### src/rtl/page_type_pkg.sv
// Constants for the fixed 4 KB page memory-type register pair.
// Assumes a model-specific register access port on the core clock.
`default_nettype none
package page_type_pkg;
	localparam logic [11:0] ADDR_E8_TO_EF = 12'h26d;
	localparam logic [11:0] ADDR_F0_TO_F7 = 12'h26e;
	localparam int          FIELD_W       = 8;
	localparam int          FIELDS        = 8;
	localparam int          REG_W         = 64;
	localparam logic [19:0] BASE_E8       = 20'he8000;
	localparam logic [19:0] BASE_F0       = 20'hf0000;
	localparam int          PAGE_SHIFT    = 12;
	// Encodings software may legally place in a field
	localparam logic [7:0]  TYPE_UC       = 8'h00;
	localparam logic [7:0]  TYPE_WC       = 8'h01;
	localparam logic [7:0]  TYPE_WT       = 8'h04;
	localparam logic [7:0]  TYPE_WP       = 8'h05;
	localparam logic [7:0]  TYPE_WB       = 8'h06;
	// Value held by every field after reset (contents are unspecified)
	localparam logic [63:0] RESET_VALUE   = 64'h0000_0000_0000_0000;
endpackage
`default_nettype wire

### src/rtl/page_type_regs.sv
// Fixed-range memory-type register pair covering E8000h to F7FFFh.
// Assumes a one-cycle register access port from the core's
// model-specific register unit, and a page lookup port from the
// address path. Both on i_clk.
// The access port raises one request per cycle at most; the answer
// comes one cycle later. Unmapped addresses are acknowledged without a
// hit so the caller can fault them itself. The fault raised here only
// covers writes that carry an undefined type into one of the two
// registers; the caller turns it into the exception.
`timescale 1ns/1ps
`default_nettype none
module page_type_regs (
	input  wire logic        i_clk,
	input  wire logic        i_rst,
	input  wire logic        i_req,
	input  wire logic        i_wr,
	input  wire logic [11:0] i_addr,
	input  wire logic [63:0] i_wdata,
	input  wire logic [19:0] i_look_addr,
	output logic             o_ack,
	output logic             o_hit,
	output logic [63:0]      o_rdata,
	output logic             o_fault,
	output logic [15:0]      o_fault_code,
	output logic             o_look_hit,
	output logic [7:0]       o_look_type
);
	// ----------------------------------------------------------------
	// State
	// ----------------------------------------------------------------
	typedef struct packed {
		logic [63:0] e8;
		logic [63:0] f0;
		logic        ack;
		logic        hit;
		logic [63:0] rdata;
		logic        fault;
		logic [15:0] fault_code;
		logic        look_hit;
		logic [7:0]  look_type;
	} state_t;

	state_t s_q;
	state_t s_d;
	logic   all_defined;

	// Register contents are unspecified after reset. A known value keeps
	// lookups from spreading unknowns into the cache controls; software
	// must still not rely on it.
	localparam state_t RESET_STATE = '{
		e8:      page_type_pkg::RESET_VALUE,
		f0:      page_type_pkg::RESET_VALUE,
		default: '0
	};

	// ----------------------------------------------------------------
	// Decoding helpers
	// ----------------------------------------------------------------
	// Byte field k of a register. Both ranges share this slicing, so the
	// page-per-byte order cannot drift between them.
	function automatic logic [7:0] field_of(input logic [63:0] r, input logic [2:0] k);
		field_of = r[page_type_pkg::FIELD_W*k +: page_type_pkg::FIELD_W];
	endfunction

	// Upper address bits fall inside the 32 KB span starting at base
	function automatic logic in_span(input logic [19:0] a, input logic [19:0] base);
		in_span = (a[19:15] == base[19:15]);
	endfunction

	// Field checker shared by both registers
	page_type_check u_check (
		.i_value       (i_wdata),
		.o_all_defined (all_defined)
	);

	// ----------------------------------------------------------------
	// Next state
	// ----------------------------------------------------------------
	// A rejected write leaves the register untouched, so a fault never
	// exposes a half-updated map to the address path.
	always_comb begin
		logic sel_e8;
		logic sel_f0;
		logic [2:0] page;
		sel_e8 = (i_addr == page_type_pkg::ADDR_E8_TO_EF);
		sel_f0 = (i_addr == page_type_pkg::ADDR_F0_TO_F7);
		page   = i_look_addr[page_type_pkg::PAGE_SHIFT +: 3]; // 4 KB page within span
		// Hold everything by default; the answer pulses are rebuilt each cycle
		s_d = s_q;
		s_d.ack   = i_req;
		s_d.hit   = i_req && (sel_e8 || sel_f0);
		s_d.fault = 1'b0;
		s_d.fault_code = 16'h0000;
		s_d.rdata = 64'h0;
		// Read data only for a read of a mapped address, zero otherwise
		if (i_req && !i_wr) begin
			if (sel_e8) s_d.rdata = s_q.e8;
			if (sel_f0) s_d.rdata = s_q.f0;
		end
		// Writes are taken whole: all eight fields or none of them
		if (i_req && i_wr && (sel_e8 || sel_f0)) begin
			if (!all_defined) begin
				s_d.fault = 1'b1;
				s_d.fault_code = 16'h0000;
			end else if (sel_e8) begin
				s_d.e8 = i_wdata;
			end else begin
				s_d.f0 = i_wdata;
			end
		end
		// Page lookup: byte k of a register types the k-th page of its range.
		// The lookup reads the stored value, so a write in the same cycle
		// only shows on the following lookup.
		s_d.look_hit  = 1'b0;
		s_d.look_type = 8'h00;
		if (in_span(i_look_addr, page_type_pkg::BASE_E8)) begin
			s_d.look_hit  = 1'b1;
			s_d.look_type = field_of(s_q.e8, page);
		end else if (in_span(i_look_addr, page_type_pkg::BASE_F0)) begin
			s_d.look_hit  = 1'b1;
			s_d.look_type = field_of(s_q.f0, page);
		end
	end

	// ----------------------------------------------------------------
	// Registers
	// ----------------------------------------------------------------
	always_ff @(posedge i_clk or posedge i_rst) begin
		if (i_rst) begin
			s_q <= RESET_STATE; // Constants only in the reset branch
		end else begin
			s_q <= s_d;
		end
	end

	// ----------------------------------------------------------------
	// Outputs
	// ----------------------------------------------------------------
	// Every output is a field of the state register, no logic after it
	assign o_ack        = s_q.ack;
	assign o_hit        = s_q.hit;
	assign o_rdata      = s_q.rdata;
	assign o_fault      = s_q.fault;
	assign o_fault_code = s_q.fault_code;
	assign o_look_hit   = s_q.look_hit;
	assign o_look_type  = s_q.look_type;

	// ----------------------------------------------------------------
	// Checks
	// ----------------------------------------------------------------
	// Properties on the registered answers, all on the rising edge.
	// Writes land whole; lookups read the byte of their page.
	wr_e8_a: assert property (@(posedge i_clk) disable iff (i_rst)
		i_req && i_wr && i_addr == page_type_pkg::ADDR_E8_TO_EF && all_defined
		|=> s_q.e8 == $past(i_wdata))
		else $error("E8 register did not take a valid write");
	top_e8_a: assert property (@(posedge i_clk) disable iff (i_rst)
		i_look_addr[19:12] == (page_type_pkg::BASE_E8[19:12] | 8'h07)
		|=> o_look_hit && o_look_type == $past(s_q.e8[63:56]))
		else $error("Page EF lookup not from top byte");
	wr_f0_a: assert property (@(posedge i_clk) disable iff (i_rst)
		i_req && i_wr && i_addr == page_type_pkg::ADDR_F0_TO_F7 && all_defined
		|=> s_q.f0 == $past(i_wdata))
		else $error("F0 register did not take a valid write");
	ends_f0_a: assert property (@(posedge i_clk) disable iff (i_rst)
		i_look_addr[19:12] == page_type_pkg::BASE_F0[19:12]
		|=> o_look_hit && o_look_type == $past(s_q.f0[7:0]))
		else $error("Page F0 lookup not from low byte");
	top_f7_a: assert property (@(posedge i_clk) disable iff (i_rst)
		i_look_addr[19:12] == (page_type_pkg::BASE_F0[19:12] | 8'h07)
		|=> o_look_hit && o_look_type == $past(s_q.f0[63:56]))
		else $error("Page F7 lookup not from top byte");
	bad_fault_a: assert property (@(posedge i_clk) disable iff (i_rst)
		i_req && i_wr && !all_defined
		&& (i_addr == page_type_pkg::ADDR_E8_TO_EF || i_addr == page_type_pkg::ADDR_F0_TO_F7)
		|=> o_fault && o_fault_code == 16'h0000 && $stable(s_q.e8) && $stable(s_q.f0))
		else $error("Undefined type accepted without fault");
	no_fault_a: assert property (@(posedge i_clk) disable iff (i_rst)
		o_fault |-> $past(i_req && i_wr && !all_defined))
		else $error("Fault without a bad write");
	rd_back_a: assert property (@(posedge i_clk) disable iff (i_rst)
		i_req && !i_wr && i_addr == page_type_pkg::ADDR_F0_TO_F7
		|=> o_ack && o_hit && o_rdata == $past(s_q.f0))
		else $error("Read did not return stored value");
	// Access port answers and decode of the two addresses
	rd_e8_a: assert property (@(posedge i_clk) disable iff (i_rst)
		i_req && !i_wr && i_addr == page_type_pkg::ADDR_E8_TO_EF
		|=> o_ack && o_hit && o_rdata == $past(s_q.e8))
		else $error("Read of E8 register did not return stored value");
	ack_next_a: assert property (@(posedge i_clk) disable iff (i_rst)
		!$past(i_rst) |-> o_ack == $past(i_req))
		else $error("Acknowledge not one cycle after request");
	// Unmapped addresses must leave both registers and the fault alone
	unmapped_a: assert property (@(posedge i_clk) disable iff (i_rst)
		i_req && i_addr != page_type_pkg::ADDR_E8_TO_EF
		&& i_addr != page_type_pkg::ADDR_F0_TO_F7
		|=> o_ack && !o_hit && !o_fault && o_rdata == 64'h0
		&& $stable(s_q.e8) && $stable(s_q.f0))
		else $error("Unmapped access touched the register pair");
	ok_write_a: assert property (@(posedge i_clk) disable iff (i_rst)
		i_req && i_wr && all_defined |=> !o_fault)
		else $error("Fault raised on a write of defined types");
	code_zero_a: assert property (@(posedge i_clk) disable iff (i_rst)
		o_fault |-> o_fault_code == 16'h0000)
		else $error("Protection fault with nonzero error code");
	// Lookups outside both spans report nothing
	look_miss_a: assert property (@(posedge i_clk) disable iff (i_rst)
		i_look_addr[19:15] != page_type_pkg::BASE_E8[19:15]
		&& i_look_addr[19:15] != page_type_pkg::BASE_F0[19:15]
		|=> !o_look_hit && o_look_type == 8'h00)
		else $error("Lookup outside the pair reported a hit");
	wr_rd_c: cover property (@(posedge i_clk) disable iff (i_rst)
		i_req && i_wr && i_addr == page_type_pkg::ADDR_E8_TO_EF && all_defined
		##1 i_req && !i_wr);
	fault_c: cover property (@(posedge i_clk) disable iff (i_rst) o_fault);
	look_c: cover property (@(posedge i_clk) disable iff (i_rst) o_look_hit);
	miss_c: cover property (@(posedge i_clk) disable iff (i_rst) o_ack && !o_hit);
endmodule
`default_nettype wire

### src/rtl/page_type_check.sv
// Checks that all eight byte fields of a written value are defined types.
// Pure combinational; the caller registers the result.
`timescale 1ns/1ps
`default_nettype none
module page_type_check (
	input  wire logic [63:0] i_value,
	output logic             o_all_defined
);
	function automatic logic type_defined(input logic [7:0] t);
		type_defined = (t == page_type_pkg::TYPE_UC) || (t == page_type_pkg::TYPE_WC)
			|| (t == page_type_pkg::TYPE_WT) || (t == page_type_pkg::TYPE_WP)
			|| (t == page_type_pkg::TYPE_WB);
	endfunction

	logic [7:0] ok;
	// One checker per field
	genvar k;
	generate
		for (k = 0; k < page_type_pkg::FIELDS; k++) begin : g_field
			assign ok[k] = type_defined(i_value[page_type_pkg::FIELD_W*k +: page_type_pkg::FIELD_W]);
		end
	endgenerate
	assign o_all_defined = &ok;
endmodule
`default_nettype wire

### config.mk
export PLATFORM = sky130hd
export DESIGN_NAME = page_type_regs
export DESIGN_NICKNAME = d
export VERILOG_FILES = /design/src/rtl/page_type_pkg.sv /design/src/rtl/page_type_regs.sv /design/src/rtl/page_type_check.sv
export SDC_FILE = /design/constraint.sdc
export NUM_CORES = 1
export LEC_CHECK = 0
export ABC_AREA = 0
export BUFFER_PORTS_ARGS = -buffer_cell sky130_fd_sc_hd__clkbuf_2
export CORE_MARGIN = 3
export CORE_UTILIZATION = 59
export DETAILED_ROUTE_END_ITERATION = 8
export GPL_TIMING_DRIVEN = 0
export PLACE_DENSITY = 0.89
export REMOVE_ABC_BUFFERS = 1
export SLEW_MARGIN = 20
export SYNTH_ARGS = -nofsm -noshare
export SYNTH_HDL_FRONTEND = slang
export SYNTH_SLANG_ARGS = --single-unit
### constraint.sdc
create_clock -name i_clk -period 17.86 [get_ports i_clk]
set_input_delay 3.572 -clock i_clk [delete_from_list [all_inputs] [get_ports i_clk]]
set_output_delay 3.572 -clock i_clk [all_outputs]
set_load 0.005 [all_outputs]
### Word-level counts from Yosys, hierarchy flattened

Cells that the tools add are included.

| word-level totals | value |
|---|---|
| input bits | 100 |
| word-level logic and storage cells | 104 |
| register bits | 220 |

| cells by class | value |
|---|---|
| shift operators | 2 |
| muxes and demuxes | 7 |
| bitwise logic cells | 1 |
| reduce and logical (&&, ||, !) cells | 49 |
| eq/ne operators | 36 |

Operators by type and width:

| cell | number |
|---|---|
| $eq 8x3->1 const B | 24 |
| $mux 64 | 3 |
| $shiftx 64x7->8 | 2 |
| $eq 8x1->1 const B | 8 |
| $logic_not 8->1 | 8 |
| $mux 17 | 2 |
| $logic_or 1x1->1 | 33 |
| $eq 12x10->1 const B | 2 |
| $reduce_and 10->1 | 2 |
| $mux 9 | 2 |
| $eq 5x5->1 const B | 2 |
| $reduce_and 8->1 | 1 |
| $logic_and 1x1->1 | 4 |
| $logic_not 1->1 | 1 |
| $not 1->1 | 1 |

### Depth between registers and ports, before layout

| depth | value |
|---|---|
| word-level depth | 8 |
| mapped depth | 7 |

### By module

A second synthesis with hierarchy kept.

| unflattened totals | value |
|---|---|
| cell total of the unflattened synthesis | 726 |
| area, all modules | 9,794.4 µm² |

Modules (own cells, without submodules):

| module | instances | area an instance (µm²) | cells each | seq. area each (µm²) |
|---|---|---|---|---|
| page_type_regs | 1 | 9,616.7 | 694 | 5,104.9 |
| page_type_check | 1 | 177.7 | 32 | 0.0 |

### Worst setup path before layout

No wires, ideal clock.

| path | value |
|---|---|
| kind | input-to-reg |
| from | in i_wdata[12] |
| to | reg s_q[100] (netlist name) |
| slack | 12.758 ns |
| arrival | 4.977 ns |
| stages | 6 |
| required time | 17.735 ns |
| path buffers | 1 |
| cell sequence | nor4_1 nand4_1 and4b_1 nand4_4 buf_6 mux2_4 |

| on the way | value |
|---|---|
| word-level cells in the longest chain between the ends | 6 |
| elaborated cells between the ends (all ways) | 10 |

Ends and longest elaborated chain:

| what | RTL line | source |
|---|---|---|
| start, declared | page_type_regs.sv:18 | `input wire logic [63:0] i_wdata,` |
| $eq 8x1->1 or $logic_not 8->1 (tied branches) | page_type_check.sv:10 | `type_defined = (t == page_type_pkg::TYPE_UC) \|\| (t == page_type_pkg::TYPE_WC)` |
| $logic_or 1x1->1 | page_type_check.sv:10 |  |
| $logic_or 1x1->1 (2 in a row) | page_type_check.sv:11 | `\|\| (t == page_type_pkg::TYPE_WT) \|\| (t == page_type_pkg::TYPE_WP)` |
| $logic_or 1x1->1 (*) | page_type_check.sv:12 | `\|\| (t == page_type_pkg::TYPE_WB);` |
| $reduce_and 10->1 (no source line) (*) | -- |  |
| end signal, assigned | page_type_regs.sv:130 | `s_q <= RESET_STATE;` |
| end signal, assigned | page_type_regs.sv:132 | `s_q <= s_d;` |
| end, declared | page_type_regs.sv:43 | `state_t s_q;` |

Mark *: on every way between the ends. The rest lies on a longest branch, timed or not.
A chain may end at the register's enable or synchronous reset.

### Final worst setup path

| path | value |
|---|---|
| from | in i_wdata[35] |
| to | reg s_q[174] (netlist name) |

The elaborated chain is that of the path after synthesis.

==> flow_summary.ini <==
[placed_design]
io_buffer_count = 163
place.gp.congestion = 0.7817
post-dp-hpwl_um = 12390
post_dp_cell_area_um2 = 9497

[power]
total_power_uw = 935.6
power_leakage_uw = 0.005222
pwr_density_cell_nw_per_um2 = 91.62
ir_drop_mv = 0.06739

[clock_network]
cts_buffers = 21
clock_sinks = 204
clk_path_buf_depth = 3
h-tree-depth = 1
cts_resized = 0
cts.clk_slew.worst_paths_ns = 0.06
post_cts_buffers = 0
cts_hold_buffers = 0
cts_tree = done
cts-root-buf = clkbuf_16
clock_latency_ns = 0.48

[worst_setup_path]
arrival_ns = 5.99
crit_path_start_kind = primary input
cp-end-kind = flop
cp_data_required_time_ns = 18.23
worstSetupPathType = in2reg
crit_fanout = 40

[yosys]
synth-seq-area-share_pct = 55.74
synth_cells = 702
synth.distinct_cells = 29
synth_area_per_cell_um2 = 13.05
ys_async_sr_fraction_pct = 100.0
synth-edff-count = 0
yosys_most_used_dff = dfrtp_1
ys_seq_elements = 204
yosys_warnings = 0
syn-cell-area_um2 = 9159

[routing]
viasPerCell = 5.772
wirelength_um = 19880
drcViolationCount = 0
first_pass_iters = 7
vias = 5610
drt_iter0_markers = 400
ant_nets = 0
wire_per_inst_um = 20.45

[timing]
final-setup-viol-count = 0
slew-limit-headroom_pct = 37.30
fin_crit_sh_pct = 31.49
setup-tns-final_ns = 0
worst_pin_slew_ns = 0.9406
slew_viol_final = 0
rsz0062_at_grt = false
whs_ns = 0.5118
skew_ns = 0.007380
layout_min_cycle_time_ns = 5.624
max_freq_mhz = 177.8
finalHoldViolations = 0

[floorplan]
fp.dieW_um = 130.6
dieHeight_um = 130.6
die-area_um2 = 17050
row_count = 44
coreArea_um2 = 14860
initial_core_util_pct = 61.62
io_pins = 192

[global_route]
grt_max_degree = 106
grt_first_pass_wirelength_um = 31310
grt_pass1_vias = 5926
antenna_found_initial = 0
overflow = 0
gr-usage-all-layers_pct = 23.68

[layout]
layout.nets = 878
syn_to_final_growth_pct = 11.50
final_layout_size_suffix_gt1_share_pct = 35.79
finalInstanceArea_um2 = 10210
diodes = 0

[hold_path]
min_path_type = reg2reg

[run_status]
outcome = finished clean

[run]
cap_violations = 0
-- synth_stat cells (all sizes together), types with 3 or more instances --
library cell	n	area share [%]
a22oi	65	5.3
and2	82	5.6
and4	3	0.29
buf	108	8.4
clkbuf	22	0.90
dfrtp	204	56
inv	7	0.29
mux2	48	7.5
mux2i	16	1.7
mux4	32	7.9
nand2	3	0.12
nand2b	5	0.34
nand4	5	0.67
nor2	68	2.8
nor4	10	0.68
o21ai	6	0.33
o22ai	8	0.55
-- per-layer routing --
layer | track usage, % | wire length [um] | share of wire, % | up-vias
met3 | 4.593 | 1251 | 6.3 | 43
met1 | 31.85 | 8422 | 42 | 2836
met5 | 0 | 0 | 0 | -
met2 | 39.21 | 9691 | 49 | 222
met4 | 7.925 | 515 | 2.6 | 0
li1 | - | - | - | 2509
-- where the power goes --
group / total, uW / internal [uW] / switching [uW]
clock: 436 / 266 / 169
sequential: 462 / 462 / 0.0517
combinational: 37.5 / 12.9 / 24.6
total: 936 / 742 / 194
-- cell families (layout without fill, tap and decap cells) --
group | Yosys count | in the layout | share of synthesized area (%)
flops | 204 | 204 | 55.74
simple gates | 183 | 183 | 11.12
buf+inv | 137 | 208 | 9.617
mux | 96 | 96 | 17.16
compound gates | 81 | 81 | 6.325
other cells | 1 | 16 | 0.04094
-- sequential cells by signal, indices dropped and copies added, names as in the netlist --
name         count
o_look_type      8
o_rdata         64
s_q            128
o_look_hit       1
o_hit            1
o_ack            1
o_fault          1
-- final timing paths --
check	startpoint	to	slack [ns]	cells past startpoint
min	s_q[113]	s_q[113]	0.51	1
min in group asynchronous	i_rst	o_rdata[44]	3.20	2
max	i_wdata[35]	s_q[174]	12.24	7
max in group asynchronous	i_rst	s_q[130]	13.77	3
max reg2reg	s_q[190]	o_look_type[2]	16.55	3
min reg2reg	s_q[113]	s_q[113]	0.51	1
-- layout make-up --
type                    count  area [um2]
multi-input cells         376        3242
inverters                   7       33.78
flip-flops and latches    204        5105
well taps                 184       230.2
clock buffers              28       571.8
repair buffers            168       925.9
clock inverters             5       103.9
fillers                  1059        4652
-- per-stage QoR --
step,worst slack [ns],cells,util (%)
2_1_floorplan,8.721,587,-
3_3_place_gp,6.913,934,63.28
3_5_place_dp,11.35,937,63.89
4_1_cts,11.87,970,68.43
5_1_grt,12.15,972,68.70
6_report,12.24,972,68.70
-- placed cells by master, fill, tap and decap left out, types with 8 or more instances in the layout --
master	n
a22oi_1	65
and2_1	80
clkbuf_16	21
clkbuf_2	162
conb_1	16
dfrtp_1	204
mux2_2	8
mux2_4	40
mux2i_1	16
mux4_2	32
nor2_1	68
nor4_1	10
o22ai_1	8
-- worst max-delay path, stage by stage --
cell and delay [ns]:
clkbuf_2 0.08, nor4_1 0.54, nand4_1 0.13, and4b_1 0.41, nand4_4 0.53, buf_12 0.40
mux2_4 0.31
No activity file was read; power rests on OpenSTA's default activity.
